**src/core/dmam_pkg.sv**
```systemverilog
// Package: constants, operation codes and carrier types of the data memory address modifier.
package dmam_pkg;

   // ****************************************************************
   // System register locations (identical in every bank)
   // ****************************************************************
   localparam logic [6:0] DMAM_WINDOW_ADDR    = 7'h78;
   localparam logic [6:0] DMAM_PAGE_ADDR      = 7'h79;
   localparam logic [6:0] DMAM_OFS_HIGH_ADDR  = 7'h7a;
   localparam logic [6:0] DMAM_OFS_MID_ADDR   = 7'h7b;
   localparam logic [6:0] DMAM_OFS_LOW_ADDR   = 7'h7c;
   localparam logic [6:0] DMAM_STATUS_ADDR    = 7'h7f;

   // ****************************************************************
   // Field positions and reset values
   // ****************************************************************
   localparam int         DMAM_OFS_EN_BIT     = 0;
   localparam int         DMAM_PTR_EN_BIT     = 3;
   localparam logic [3:0] DMAM_PAGE_RST       = 4'h0;
   localparam logic [3:0] DMAM_NIB_RST        = 4'h0;
   localparam logic [3:0] DMAM_WINDOW_RST     = 4'h0;
   localparam logic [3:0] DMAM_ZERO_NIB       = 4'h0;

   // ****************************************************************
   // Operations presented by the instruction decoder
   // ****************************************************************
   typedef enum logic [3:0] {
      DMAM_OP_NONE,
      DMAM_OP_ARITH,
      DMAM_OP_LOGIC,
      DMAM_OP_SKIP_BITS,
      DMAM_OP_SKIP_CMP,
      DMAM_OP_LOAD,
      DMAM_OP_STORE,
      DMAM_OP_MOVE_IMM,
      DMAM_OP_IND_STORE,
      DMAM_OP_IND_LOAD,
      DMAM_OP_FILE_STORE,
      DMAM_OP_FILE_FETCH,
      DMAM_OP_OTHER
   } dmam_op_t;

   // Real data memory address: bank, row and column.
   typedef struct packed {
      logic [3:0] bank;
      logic [2:0] row;
      logic [3:0] col;
   } dmam_addr_t;

   // System register write request from the CPU.
   typedef struct packed {
      logic       wr;
      logic [6:0] addr;
      logic [3:0] wdata;
   } dmam_sreg_req_t;

   // Register file store request towards the register file.
   typedef struct packed {
      logic       we;
      logic [6:0] addr;
      logic [3:0] wdata;
   } dmam_file_req_t;

   // Whole state of the top module.
   typedef struct packed {
      logic           page;
      logic           ptr_en;
      logic [2:0]     mid;
      logic [3:0]     low;
      logic [3:0]     status;
      logic [3:0]     window;
      logic [3:0]     rdata;
      logic           rhit;
      logic           avld;
      logic           ivld;
      dmam_addr_t     opnd;
      dmam_addr_t     src;
      dmam_addr_t     dst;
      dmam_file_req_t file;
   } dmam_state_t;

endpackage : dmam_pkg

```
**src/core/dmam_top.sv**
```systemverilog
// Data memory address modifier: bank, index and row pointer registers and real address forming.
`timescale 1ns/10ps

// Operation
// - Bank register: four bits, only bit zero stored
// - Reset clears every bank register bit
// - Bank value selects first or second page
// - System registers mapped alike in every bank
// - Interrupt entry clears bank after it is saved
// - Index spans 7AH-7CH, seven effective bits
// - Index enable is status word bit zero
// - Index enable ORs index into operand address
// - Index high nibble fixed zero, bank unmodified
// - Row pointer shares 7AH/7BH, three row bits used
// - Pointer enable is 7AH most significant bit
// - Pointer gives indirect bank/row, register gives column
// - Pointer bank bits fixed zero, bank zero
// - Reset clears pointer, index and status nibbles
// - Only listed instructions get address modification
// - Both enables clear: addresses used as encoded
// - Indirect store without pointer: operand bank/row
// - Indirect load: register column source, operand destination
// - Pointer substitutes only in indirect transfers
// - File store copies window into file location
// - File fetch copies file location into window
// - Index modifies indirect row too, unless the pointer is enabled
module dmam_top (
   // Clock and reset
   input  wire logic                    sys_clk_i,
   input  wire logic                    rst_i,
   // System register access from the CPU
   input  wire dmam_pkg::dmam_sreg_req_t sreg_req_i,
   input  wire logic [6:0]              sreg_raddr_i,
   output logic [3:0]                   sreg_rdata_o,
   output logic                         sreg_rhit_o,
   // Interrupt entry, after the status has been saved
   input  wire logic                    int_saved_i,
   // Decoded instruction
   input  wire dmam_pkg::dmam_op_t      op_i,
   input  wire logic [2:0]              opnd_row_i,
   input  wire logic [3:0]              opnd_col_i,
   input  wire logic [3:0]              greg_data_i,
   input  wire logic [6:0]              file_loc_i,
   // Register file read data for a fetch
   input  wire logic [3:0]              file_rdata_i,
   // Real addresses towards the data memory
   output logic                         addr_vld_o,
   output dmam_pkg::dmam_addr_t         opnd_addr_o,
   output logic                         ind_vld_o,
   output dmam_pkg::dmam_addr_t         src_addr_o,
   output dmam_pkg::dmam_addr_t         dst_addr_o,
   // Register file store
   output dmam_pkg::dmam_file_req_t     file_req_o,
   // Current state for the decoder and the interrupt stack
   output logic [3:0]                   window_o,
   output logic [3:0]                   status_o,
   output logic                         ofs_en_o,
   output logic                         ptr_en_o
);
   import dmam_pkg::*;

   // ****************************************************************
   // Helper functions
   // ****************************************************************

   // True for every instruction whose operand address may be modified.
   function automatic logic is_modifiable(input dmam_op_t op);
      begin
         case (op)
            DMAM_OP_ARITH,
            DMAM_OP_LOGIC,
            DMAM_OP_SKIP_BITS,
            DMAM_OP_SKIP_CMP,
            DMAM_OP_LOAD,
            DMAM_OP_STORE,
            DMAM_OP_MOVE_IMM,
            DMAM_OP_IND_STORE,
            DMAM_OP_IND_LOAD: is_modifiable = 1'b1;
            default:          is_modifiable = 1'b0;
         endcase
      end
   endfunction : is_modifiable

   // Read view of one system register nibble, with fixed bits as zero.
   function automatic logic [4:0] sreg_view(input logic [6:0] addr, input dmam_state_t s);
      begin
         case (addr)
            DMAM_WINDOW_ADDR:   sreg_view = {1'b1, s.window};
            DMAM_PAGE_ADDR:     sreg_view = {1'b1, 3'b000, s.page};
            DMAM_OFS_HIGH_ADDR: sreg_view = {1'b1, s.ptr_en, 3'b000};
            DMAM_OFS_MID_ADDR:  sreg_view = {1'b1, 1'b0, s.mid};
            DMAM_OFS_LOW_ADDR:  sreg_view = {1'b1, s.low};
            DMAM_STATUS_ADDR:   sreg_view = {1'b1, s.status};
            default:            sreg_view = {1'b0, DMAM_ZERO_NIB};
         endcase
      end
   endfunction : sreg_view

   // ****************************************************************
   // State
   // ****************************************************************
   dmam_state_t s_q;
   dmam_state_t s_d;

   // Effective index and pointer fields derived from stored bits.
   logic       ofs_en;
   logic       ptr_en;
   logic [3:0] ix_bank;
   logic [2:0] ix_row;
   logic [3:0] ix_col;
   logic [3:0] mp_bank;
   logic [2:0] mp_row;
   logic [3:0] page_bank;
   dmam_addr_t direct;
   dmam_addr_t indirect;
   logic [4:0] rview;

   // ****************************************************************
   // Address forming
   // ****************************************************************

   // The index is eleven bits: the high four ride on the bank, the rest on row and column.
   // Both the high nibble and bit three of the middle nibble are held at zero in this
   // variant, so the bank can never be moved by the index.
   always_comb begin
      ofs_en    = s_q.status[DMAM_OFS_EN_BIT];
      ptr_en    = s_q.ptr_en;
      ix_bank   = DMAM_ZERO_NIB;
      ix_row    = s_q.mid;
      ix_col    = s_q.low;
      mp_bank   = DMAM_ZERO_NIB;
      mp_row    = s_q.mid;
      page_bank = {3'b000, s_q.page};
   end

   // Direct operand address, index modified only for listed instructions with the flag set.
   always_comb begin
      direct.bank = page_bank;
      direct.row  = opnd_row_i;
      direct.col  = opnd_col_i;
      if (ofs_en && is_modifiable(op_i)) begin
         direct.bank = page_bank | ix_bank;
         direct.row  = opnd_row_i | ix_row;
         direct.col  = opnd_col_i | ix_col;
      end
   end

   // Indirect address: bank and row follow the (possibly index modified) operand unless
   // the pointer is enabled; the column always comes from the general register.
   always_comb begin
      indirect.bank = direct.bank;
      indirect.row  = direct.row;
      indirect.col  = greg_data_i;
      if (ptr_en) begin
         indirect.bank = mp_bank;
         indirect.row  = mp_row;
      end
   end

   // Combinational read view of the addressed system register, registered in the next state.
   always_comb begin
      rview = sreg_view(sreg_raddr_i, s_q);
   end

   // ****************************************************************
   // Next state
   // ****************************************************************

   // A single process owns every state bit so that priorities are visible in one place.
   always_comb begin
      s_d = s_q;

      // System register writes ignore the bank: the seven-bit location alone decides.
      if (sreg_req_i.wr) begin
         case (sreg_req_i.addr)
            DMAM_WINDOW_ADDR: begin
               s_d.window = sreg_req_i.wdata;
            end
            DMAM_PAGE_ADDR: begin
               s_d.page = sreg_req_i.wdata[0];
            end
            DMAM_OFS_HIGH_ADDR: begin
               s_d.ptr_en = sreg_req_i.wdata[DMAM_PTR_EN_BIT];
            end
            DMAM_OFS_MID_ADDR: begin
               s_d.mid = sreg_req_i.wdata[2:0];
            end
            DMAM_OFS_LOW_ADDR: begin
               s_d.low = sreg_req_i.wdata;
            end
            DMAM_STATUS_ADDR: begin
               s_d.status = sreg_req_i.wdata;
            end
            default: begin
               s_d.rhit = s_q.rhit;
            end
         endcase
      end

      // Interrupt entry returns to the first page; it wins over a write in the same
      // cycle because the handler must always start there.
      if (int_saved_i) begin
         s_d.page = 1'b0;
      end

      // Window register and register file transfers.
      s_d.file.we    = 1'b0;
      s_d.file.addr  = file_loc_i;
      s_d.file.wdata = s_q.window;
      case (op_i)
         DMAM_OP_FILE_STORE: begin
            s_d.file.we = 1'b1;
         end
         DMAM_OP_FILE_FETCH: begin
            s_d.window = file_rdata_i;
         end
         default: begin
            s_d.file.we = 1'b0;
         end
      endcase

      // Addresses are presented one cycle after the decoder names the instruction.
      s_d.avld  = is_modifiable(op_i);
      s_d.ivld  = (op_i == DMAM_OP_IND_STORE) || (op_i == DMAM_OP_IND_LOAD);
      s_d.opnd  = direct;
      s_d.src   = direct;
      s_d.dst   = direct;
      case (op_i)
         DMAM_OP_IND_STORE: begin
            s_d.src = direct;
            s_d.dst = indirect;
         end
         DMAM_OP_IND_LOAD: begin
            s_d.src = indirect;
            s_d.dst = direct;
         end
         default: begin
            s_d.src = direct;
         end
      endcase

      // Read data for the CPU.
      s_d.rdata = rview[3:0];
      s_d.rhit  = rview[4];
   end

   // ****************************************************************
   // Registers
   // ****************************************************************

   // Synchronous reset; the window has no defined reset value in the part, but a
   // known one costs nothing here and keeps simulation clean.
   always_ff @(posedge sys_clk_i) begin
      if (rst_i) begin
         s_q        <= '0;
         s_q.page   <= DMAM_PAGE_RST[0];
         s_q.ptr_en <= DMAM_NIB_RST[DMAM_PTR_EN_BIT];
         s_q.mid    <= DMAM_NIB_RST[2:0];
         s_q.low    <= DMAM_NIB_RST;
         s_q.status <= DMAM_NIB_RST;
         s_q.window <= DMAM_WINDOW_RST;
      end else begin
         s_q <= s_d;
      end
   end

   // ****************************************************************
   // Outputs
   // ****************************************************************

   // Every output comes straight from the state register.
   always_comb begin
      sreg_rdata_o = s_q.rdata;
      sreg_rhit_o  = s_q.rhit;
      addr_vld_o   = s_q.avld;
      opnd_addr_o  = s_q.opnd;
      ind_vld_o    = s_q.ivld;
      src_addr_o   = s_q.src;
      dst_addr_o   = s_q.dst;
      file_req_o   = s_q.file;
      window_o     = s_q.window;
      status_o     = s_q.status;
      ofs_en_o     = s_q.status[DMAM_OFS_EN_BIT];
      ptr_en_o     = s_q.ptr_en;
   end

endmodule : dmam_top

```
**config.mk**
```make
export PLATFORM = sky130hd
export DESIGN_NAME = dmam_top
export DESIGN_NICKNAME = d
export VERILOG_FILES = /design/src/core/dmam_pkg.sv /design/src/core/dmam_top.sv
export SDC_FILE = /design/constraint.sdc
export NUM_CORES = 1
export LEC_CHECK = 0
export BUFFER_PORTS_ARGS = -buffer_cell sky130_fd_sc_hd__buf_2
export CORE_UTILIZATION = 30
export CTS_CLUSTER_DIAMETER = 200
export DETAILED_ROUTE_END_ITERATION = 7
export HOLD_SLACK_MARGIN = 0.12
export PLACE_DENSITY = 0.55
export SLEW_MARGIN = 0
export SYNTH_ARGS = -nofsm -noshare
export SYNTH_HDL_FRONTEND = slang
export SYNTH_SLANG_ARGS = --single-unit
```
**constraint.sdc**
```tcl
create_clock -name sys_clk_i -period 1.4 [get_ports sys_clk_i]
set_clock_uncertainty 0.15 [all_clocks]
set_input_delay 0.14 -clock sys_clk_i [delete_from_list [all_inputs] [get_ports sys_clk_i]]
set_output_delay 0.14 -clock sys_clk_i [all_outputs]
set_load 0.05 [all_outputs]
```
==> metrics.log, run 1 <==
[metrics] status: completed
[metrics] fmax: 723 MHz
[metrics] wire length of the first global-routing pass: 11500 um
[metrics] total CTS buffers: 9
[metrics] first drt pass iteration count: 4
[metrics] largest net degree at the start of global routing: 23
[metrics] portion of total power attributed to the clock network: 0.359
[metrics] total grt overflow: 0
[metrics] Post-DRT Antenna Nets: 0
[metrics] sequential cell area fraction in the yosys report: 0.452
[metrics] synth unique cells: 47
[metrics] cell row count: 33
[metrics] floorplan die height: 96.2 um
[metrics] clock tree from TritonCTS: yes
[metrics] clock network latency to the later pin of the worst-skew pair: 0.34 ns
[metrics] slowest cell on the critical path: sky130_fd_sc_hd__dlygate4sd3_1
[metrics] width of the die: 96.2 um
[metrics] routed length per placed instance: 14.0 um
[metrics] least setup slack across all paths after layout: approximately 0.017 ns
[metrics] critical-path maximum fanout: 6
[metrics] share of total power in sequential cells: 0.453
[metrics] antenna violations before repair: 0
[metrics] via count of the first global-routing pass: 2409
[metrics] max-slew violation count: 0
[metrics] maxcap violations: 0
[metrics] Largest stage delay, worst path: 0.53 ns
[metrics] total setup violations reported at the end of the flow: 0
[metrics] DPL Wire Length: 5440 um
[metrics] portion of total power attributed to combinational logic: 0.188
[metrics] share of the clock period used by the worst path after layout: 0.988
[metrics] synthesized netlist cell count: 277
[metrics] worst hold path type: in -> reg
[metrics] largest vdd supply drop: 0.393 mV
[metrics] area of the placeable core: ~8400 um^2
[metrics] cell internal pwr: between 2 and 3 mW
[metrics] starting utilization of the core area: 0.317
[metrics] final hold violation count: 0
[metrics] buffer depth of the longest clock path: 2
[metrics] DR iter-0 viols: 77
[metrics] fraction of power spent switching nets: 0.300
[metrics] placed cells: between 400 and 500
[metrics] register bit total from synthesis: 60
[metrics] share of layout cells above drive strength 1: 0.353
[metrics] final cell count without fillers: 541
[metrics] Critical Path Sink Type: flip-flop
[metrics] Period minus WS final: 1.38 ns
[metrics] H-tree depth: 3
[metrics] pre-CTS setup slack: -0.0992 ns
[metrics] cell area power density: 1000 nW/um^2
[metrics] Yosys warning total: 0
[metrics] die footprint: around 9000 um^2
[metrics] worst path buffer plus inverter count: 2
[metrics] I/O pin total: 110
[metrics] remaining routing DRC violations: 0
[metrics] CTS Sinks: 60
[metrics] aggregate routed wire length: 7580 um
[metrics] Sw Pwr: 1.18 mW
[metrics] Layout Nets: 480
[metrics] P&R area growth vs syn: 47.6%
[metrics] Netlist Area Pre-Place: between 2000 and 3000 um^2
[metrics] leading cell types in the layout, fill and taps excluded: 98 x sky130_fd_sc_hd__buf_2, 58 x sky130_fd_sc_hd__dfxtp_1, 42 x sky130_fd_sc_hd__dlygate4sd3_1
[metrics] path type of the worst setup path: in -> reg
[metrics] RSZ-0062 raised after global routing: false
[metrics] placer's final routability congestion estimate: 0.807
[metrics] crit-path cells: dlygate4sd3_1 -> buf_2 -> or2_1 -> or2_0 -> o22ai_1
[metrics] ant diodes: 0
[metrics] count of buffers from port buffering: 100
[metrics] Reg clk slew, reported paths: ~0.07 ns
[metrics] family of cells with the greatest summed delay on the critical path: buffers and inverters
[metrics] final core area utilization: 0.468
[metrics] reported leakage power: approximately 1.7 nW
[metrics] Clock Root Buffer: sky130_fd_sc_hd__clkbuf_8
[metrics] Hold Slack: 0.142 ns
[metrics] Tot GR Track Use: 0.165
[metrics] required time at the endpoint of the critical path: 1.51 ns
[metrics] overall via count from detail_route: 2613
[metrics] most common cell after layout, fill and taps aside: sky130_fd_sc_hd__buf_2
[metrics] Mean Syn Cell Area: 9.60 um^2
[metrics] overall power consumption: 3.93 mW
[metrics] type of element launching the critical path: input pin
[metrics] Avg Vias per Cell: 4.83
[metrics] Worst R2R Setup Slack: 0.13 ns
[metrics] Crit path arrival time: ~1.5 ns
==> flip-flops by register name, indices dropped and copies added, names as in the netlist, 3 cells and up <==
name	count
src_addr_o	8
sreg_rdata_o	4
ix_col	4
opnd_addr_o	8
ix_row	3
status_o	4
window_o	4
file_req_o	12
dst_addr_o	8
==> kinds of logic (layout without fill, tap and decap cells) <==
kind of cell              Yosys count  after routing  share of synthesized area
AOI/OAI and AO/OA                  75             75                      0.184
DFF                                60             60                      0.452
and+or+nand+nor                    93             93                      0.236
other                               1              9                    0.00141
xor gates and xnor gates            1              1                    0.00329
muxes                              11             11                     0.0419
buffers and inverters              36            187                     0.0818
==> worst register-to-register path: stages, from the launching register on <==
cell and delay, ns:
sky130_fd_sc_hd__dfxtp_4 0.45, sky130_fd_sc_hd__a21oi_1 0.12, sky130_fd_sc_hd__a2111oi_0 0.43
==> through the flow <==
step / area, um^2 / TNS [ns]
after floorplan: 2700 / 0
after global placement: 3300 / -0.885
after detailed placement: 3300 / -1.20
after CTS: 3900 / 0
after global routing: 3930 / 0
final: 3930 / 0
==> what timing repair did <==
action / in CTS / in global routing
setup endpoints to repair: 2 / 8
setup buffers: 0 / 2
hold endpoints to repair: 52 / 0
hold buffers: 42 / 0
resized for setup: 2 / 5
==> layer usage <==
layer,track usage,share of wire
met5,0,0
met4,0.0547,0.014
met3,0.0419,0.066
met2,0.275,0.46
met1,0.208,0.46
==> power by group through the flow <==
stage / combinational (mW) / clock [mW] / sequential (mW)
6_report: 0.739 / 1.41 / 1.78
2_1_floorplan: 0.262 / 0 / 2.01
3_3_place_gp: 0.641 / 0 / 1.82
3_5_place_dp: 0.644 / 0 / 1.82
4_1_cts: 0.735 / 1.45 / 1.78
5_1_grt: 0.791 / 1.54 / 1.79
==> final cells by class <==
| cell class | instances | area, um^2 |
|---|---|---|
| clock buffers | 11 | 151 |
| multi-input cells | 189 | 1280 |
| inverters | 6 | 22.5 |
| well taps | 105 | 131 |
| clock inverters | 4 | 25.0 |
| fillers | 842 | 4460 |
| repair buffers | 166 | 1110 |
| flip-flops and latches | 60 | 1210 |
==> final timing paths <==
check                  start  cells after the start               to
min                    rst_i                      3    src_addr_o[1]
max          sreg_raddr_i[0]                      5  sreg_rdata_o[0]
max reg2reg      status_o[0]                      2    dst_addr_o[1]
min reg2reg      status_o[3]                      2      status_o[3]
==> synthesized netlist by cell type (all sizes together) <==
master,number,area share
a2111oi,8,0.028
a211oi,1,0.0028
a21oi,23,0.049
a22oi,1,0.0028
a311oi,8,0.026
a31oi,6,0.014
and3,2,0.0047
and4,1,0.0033
and4b,3,0.011
and4bb,2,0.0094
buf,23,0.063
clkbuf,7,0.0099
conb,1,0.0014
dfxtp,60,0.45
inv,6,0.0085
mux2,1,0.0042
mux2i,10,0.038
nand2,3,0.0042
nand2b,9,0.021
nand3,17,0.032
nand4,4,0.026
nand4b,9,0.030
nand4bb,2,0.0085
nor2,17,0.024
nor2b,11,0.026
nor3,4,0.0075
nor3b,1,0.0028
nor4b,2,0.0089
o21ai,21,0.041
o21bai,4,0.011
o22a,2,0.0066
o22ai,1,0.0024
or2,3,0.0071
or3,1,0.0024
or4,1,0.0028
or4b,1,0.0038
xor2,1,0.0033
Note: power is estimated with default switching activity, not from simulation.
==> run 2, diff against run 1 <==
- CORE_UTILIZATION: 30 -> 43
- PLACE_DENSITY: 0.55 -> 0.75
==> metrics.log, run 2 (same netlist as run 1, synthesis figures left out) <==
[metrics] largest net degree at the start of global routing: 23 (unchanged)
[metrics] critical-path maximum fanout: 15 (+9)
[metrics] largest vdd supply drop: 0.925 mV (+140%)
[metrics] most common cell after layout, fill and taps aside: sky130_fd_sc_hd__buf_2
[metrics] width of the die: 80.7 um (-16%)
[metrics] Largest stage delay, worst path: 0.46 ns (-0.07 ns)
[metrics] share of total power in sequential cells: 0.427 (-0.026)
[metrics] total grt overflow: 0 (unchanged)
[metrics] portion of total power attributed to the clock network: 0.391 (+0.032)
[metrics] max-slew violation count: 0 (unchanged)
[metrics] post-placement cell area: 3250 um^2 (-1.5%)
[metrics] family of cells with the greatest summed delay on the critical path: flip-flops
[metrics] fmax: 734 MHz (+1.5%)
[metrics] DPL Wire Length: 4930 um (-9.4%)
[metrics] Critical Path Sink Type: primary output
[metrics] Tot GR Track Use: 0.237 (+0.0720)
[metrics] buffer depth of the longest clock path: 2 (unchanged)
[metrics] wire length of the first global-routing pass: 11600 um (+1.1%)
[metrics] overall power consumption: 4.18 mW (+6.3%)
[metrics] crit-path cells: clkbuf_4
[metrics] antenna violations before repair: 0 (unchanged)
[metrics] clock tree from TritonCTS: yes
[metrics] number of fillers in the final layout: 499 (-41%)
[metrics] cell area power density: 1070 nW/um^2 (+6.7%)
[metrics] number of flip-flops under the largest register name: 12 (unchanged)
[metrics] Sw Pwr: 1.16 mW (-1.6%)
[metrics] required time at the endpoint of the critical path: 1.11 ns (-0.40 ns)
[metrics] DR iter-0 viols: 177 (+130%)
[metrics] remaining routing DRC violations: 0 (unchanged)
[metrics] Clock Root Buffer: sky130_fd_sc_hd__clkbuf_8
[metrics] cell row count: 28 (-15%)
[metrics] reported leakage power: 1.73 nW (-0.23%)
[metrics] maxcap violations: 0 (unchanged)
[metrics] leading cell types in the layout, fill and taps excluded: 96 x sky130_fd_sc_hd__buf_2, 58 x sky130_fd_sc_hd__dfxtp_1, 39 x sky130_fd_sc_hd__dlygate4sd3_1
[metrics] placed cells: 447 (-7.3%)
[metrics] status: completed
[metrics] share of layout cells above drive strength 1: 0.358 (+0.00510)
[metrics] routed length per placed instance: 15.1 um (+7.9%)
[metrics] GR Layer Usage met1: 0.288 (+0.0804)
[metrics] I/O pin total: 110 (unchanged)
[metrics] count of buffers from port buffering: 100 (unchanged)
[metrics] overall via count from detail_route: 2676 (+2.4%)
[metrics] met3 Usage GRT: 0.0739 (+0.0320)
[metrics] area of the placeable core: 5960 um^2 (-29%)
[metrics] starting utilization of the core area: 0.447 (+0.129)
[metrics] final hold violation count: 0 (unchanged)
[metrics] total CTS buffers: 9 (unchanged)
[metrics] grt met2 use: 0.392 (+0.118)
[metrics] via count of the first global-routing pass: 2429 (+0.83%)
[metrics] fraction of power spent switching nets: 0.278 (-0.0221)
[metrics] first drt pass iteration count: 4 (unchanged)
[metrics] placer's final routability congestion estimate: 0.891 (+10%)
[metrics] H-tree depth: 3 (unchanged)
[metrics] Hold Slack: 0.124 ns (-0.0182 ns)
[metrics] share of the clock period used by the worst path after layout: 0.973 (-0.0146)
[metrics] cell internal pwr: 3.02 mW (+9.6%)
[metrics] Layout Nets: 472 (-1.7%)
[metrics] slowest cell on the critical path: sky130_fd_sc_hd__dfxtp_4
[metrics] aggregate routed wire length: 7590 um (about the same)
[metrics] P&R area growth vs syn: 46.9%
[metrics] portion of total power attributed to combinational logic: 0.182 (-0.006)
[metrics] CTS Sinks: 60 (unchanged)
[metrics] Crit path arrival time: 1.07 ns (-0.43 ns)
[metrics] clock network latency to the later pin of the worst-skew pair: 0.34 ns (about the same)
[metrics] worst hold path type: in -> reg
[metrics] Reg clk slew, reported paths: 0.07 ns (about the same)
[metrics] final core area utilization: 0.656 (+0.188)
[metrics] Avg Vias per Cell: 5.33 (+10%)
[metrics] path type of the worst setup path: reg -> out
[metrics] total setup violations reported at the end of the flow: 0 (unchanged)
[metrics] Period minus WS final: 1.36 ns (-0.0204 ns)
[metrics] worst path buffer plus inverter count: 1 (-1)
[metrics] die footprint: 6500 um^2 (-30%)
[metrics] layer with the highest usage after global routing: met2
[metrics] ant diodes: 0 (unchanged)
[metrics] floorplan die height: 80.7 um (-16%)
[metrics] Post-DRT Antenna Nets: 0 (unchanged)
[metrics] cell area after layout: 3910 um^2 (-0.45%)
[metrics] final cell count without fillers: 502 (-7.2%)
[metrics] RSZ-0062 raised after global routing: true
[metrics] type of element launching the critical path: flip-flop
run 2: final timing paths:
kind         slack, ns               to  depth (start not counted)            start
min               0.12  sreg_rdata_o[0]                          4  sreg_raddr_i[6]
min reg2reg       0.34      status_o[3]                          2      status_o[3]
max               0.04      status_o[0]                          1      status_o[0]
max reg2reg       0.09    src_addr_o[2]                          2      status_o[0]
run 2: metal layers:
layer | vias up | share of wire
li1 | 1295 | -
met1 | 1258 | 0.44
met2 | 109 | 0.47
met3 | 14 | 0.071
met4 | 0 | 0.016
met5 | - | 0
run 2: timing repair:
item                                   in CTS  in global routing
endpoints found under the hold margin      52                  1
gates resized for setup                     3                 13
hold buffers                               39                  1
buffers inserted                            0                  3
setup endpoints to repair                   5                 12
pin swaps                                   0                  2
run 2: metrics by stage:
stage               setup TNS [ns]  setup slack (ns)
floorplan                        0            0.0267
global placement             -1.11           -0.0849
detailed placement           -1.77            -0.190
CTS                        -0.0649           -0.0289
global route              -0.00773          -0.00773
finish                           0            0.0373
run 2: power by group through the flow:
stage               registers [mW]  logic [mW]  clock network, mW
detailed placement            1.82       0.645                  0
CTS                           1.78       0.732               1.63
finish                        1.78       0.761               1.64
floorplan                     2.01       0.262                  0
global route                  1.79       0.804               1.73
global placement              1.82       0.635                  0
run 2: worst min-delay path, cell delays in order:
cell	delay, ns
sky130_fd_sc_hd__buf_2	0.10
sky130_fd_sc_hd__and4b_1	0.18
sky130_fd_sc_hd__nand3_1	0.08
sky130_fd_sc_hd__o22ai_1	0.07
run 2: layout make-up:
type | instances | area, um^2 | share of cell area
Clock buffer | 11 | 131 | 0.0336
Clock inverter | 3 | 65.1 | 0.0166
Inverter | 6 | 22.5 | 0.00576
Multi-Input combinational cell | 189 | 1320 | 0.337
Sequential cell | 60 | 1210 | 0.309
Tap cell | 75 | 93.8 | 0.0240
Timing Repair Buffer | 158 | 1070 | 0.274
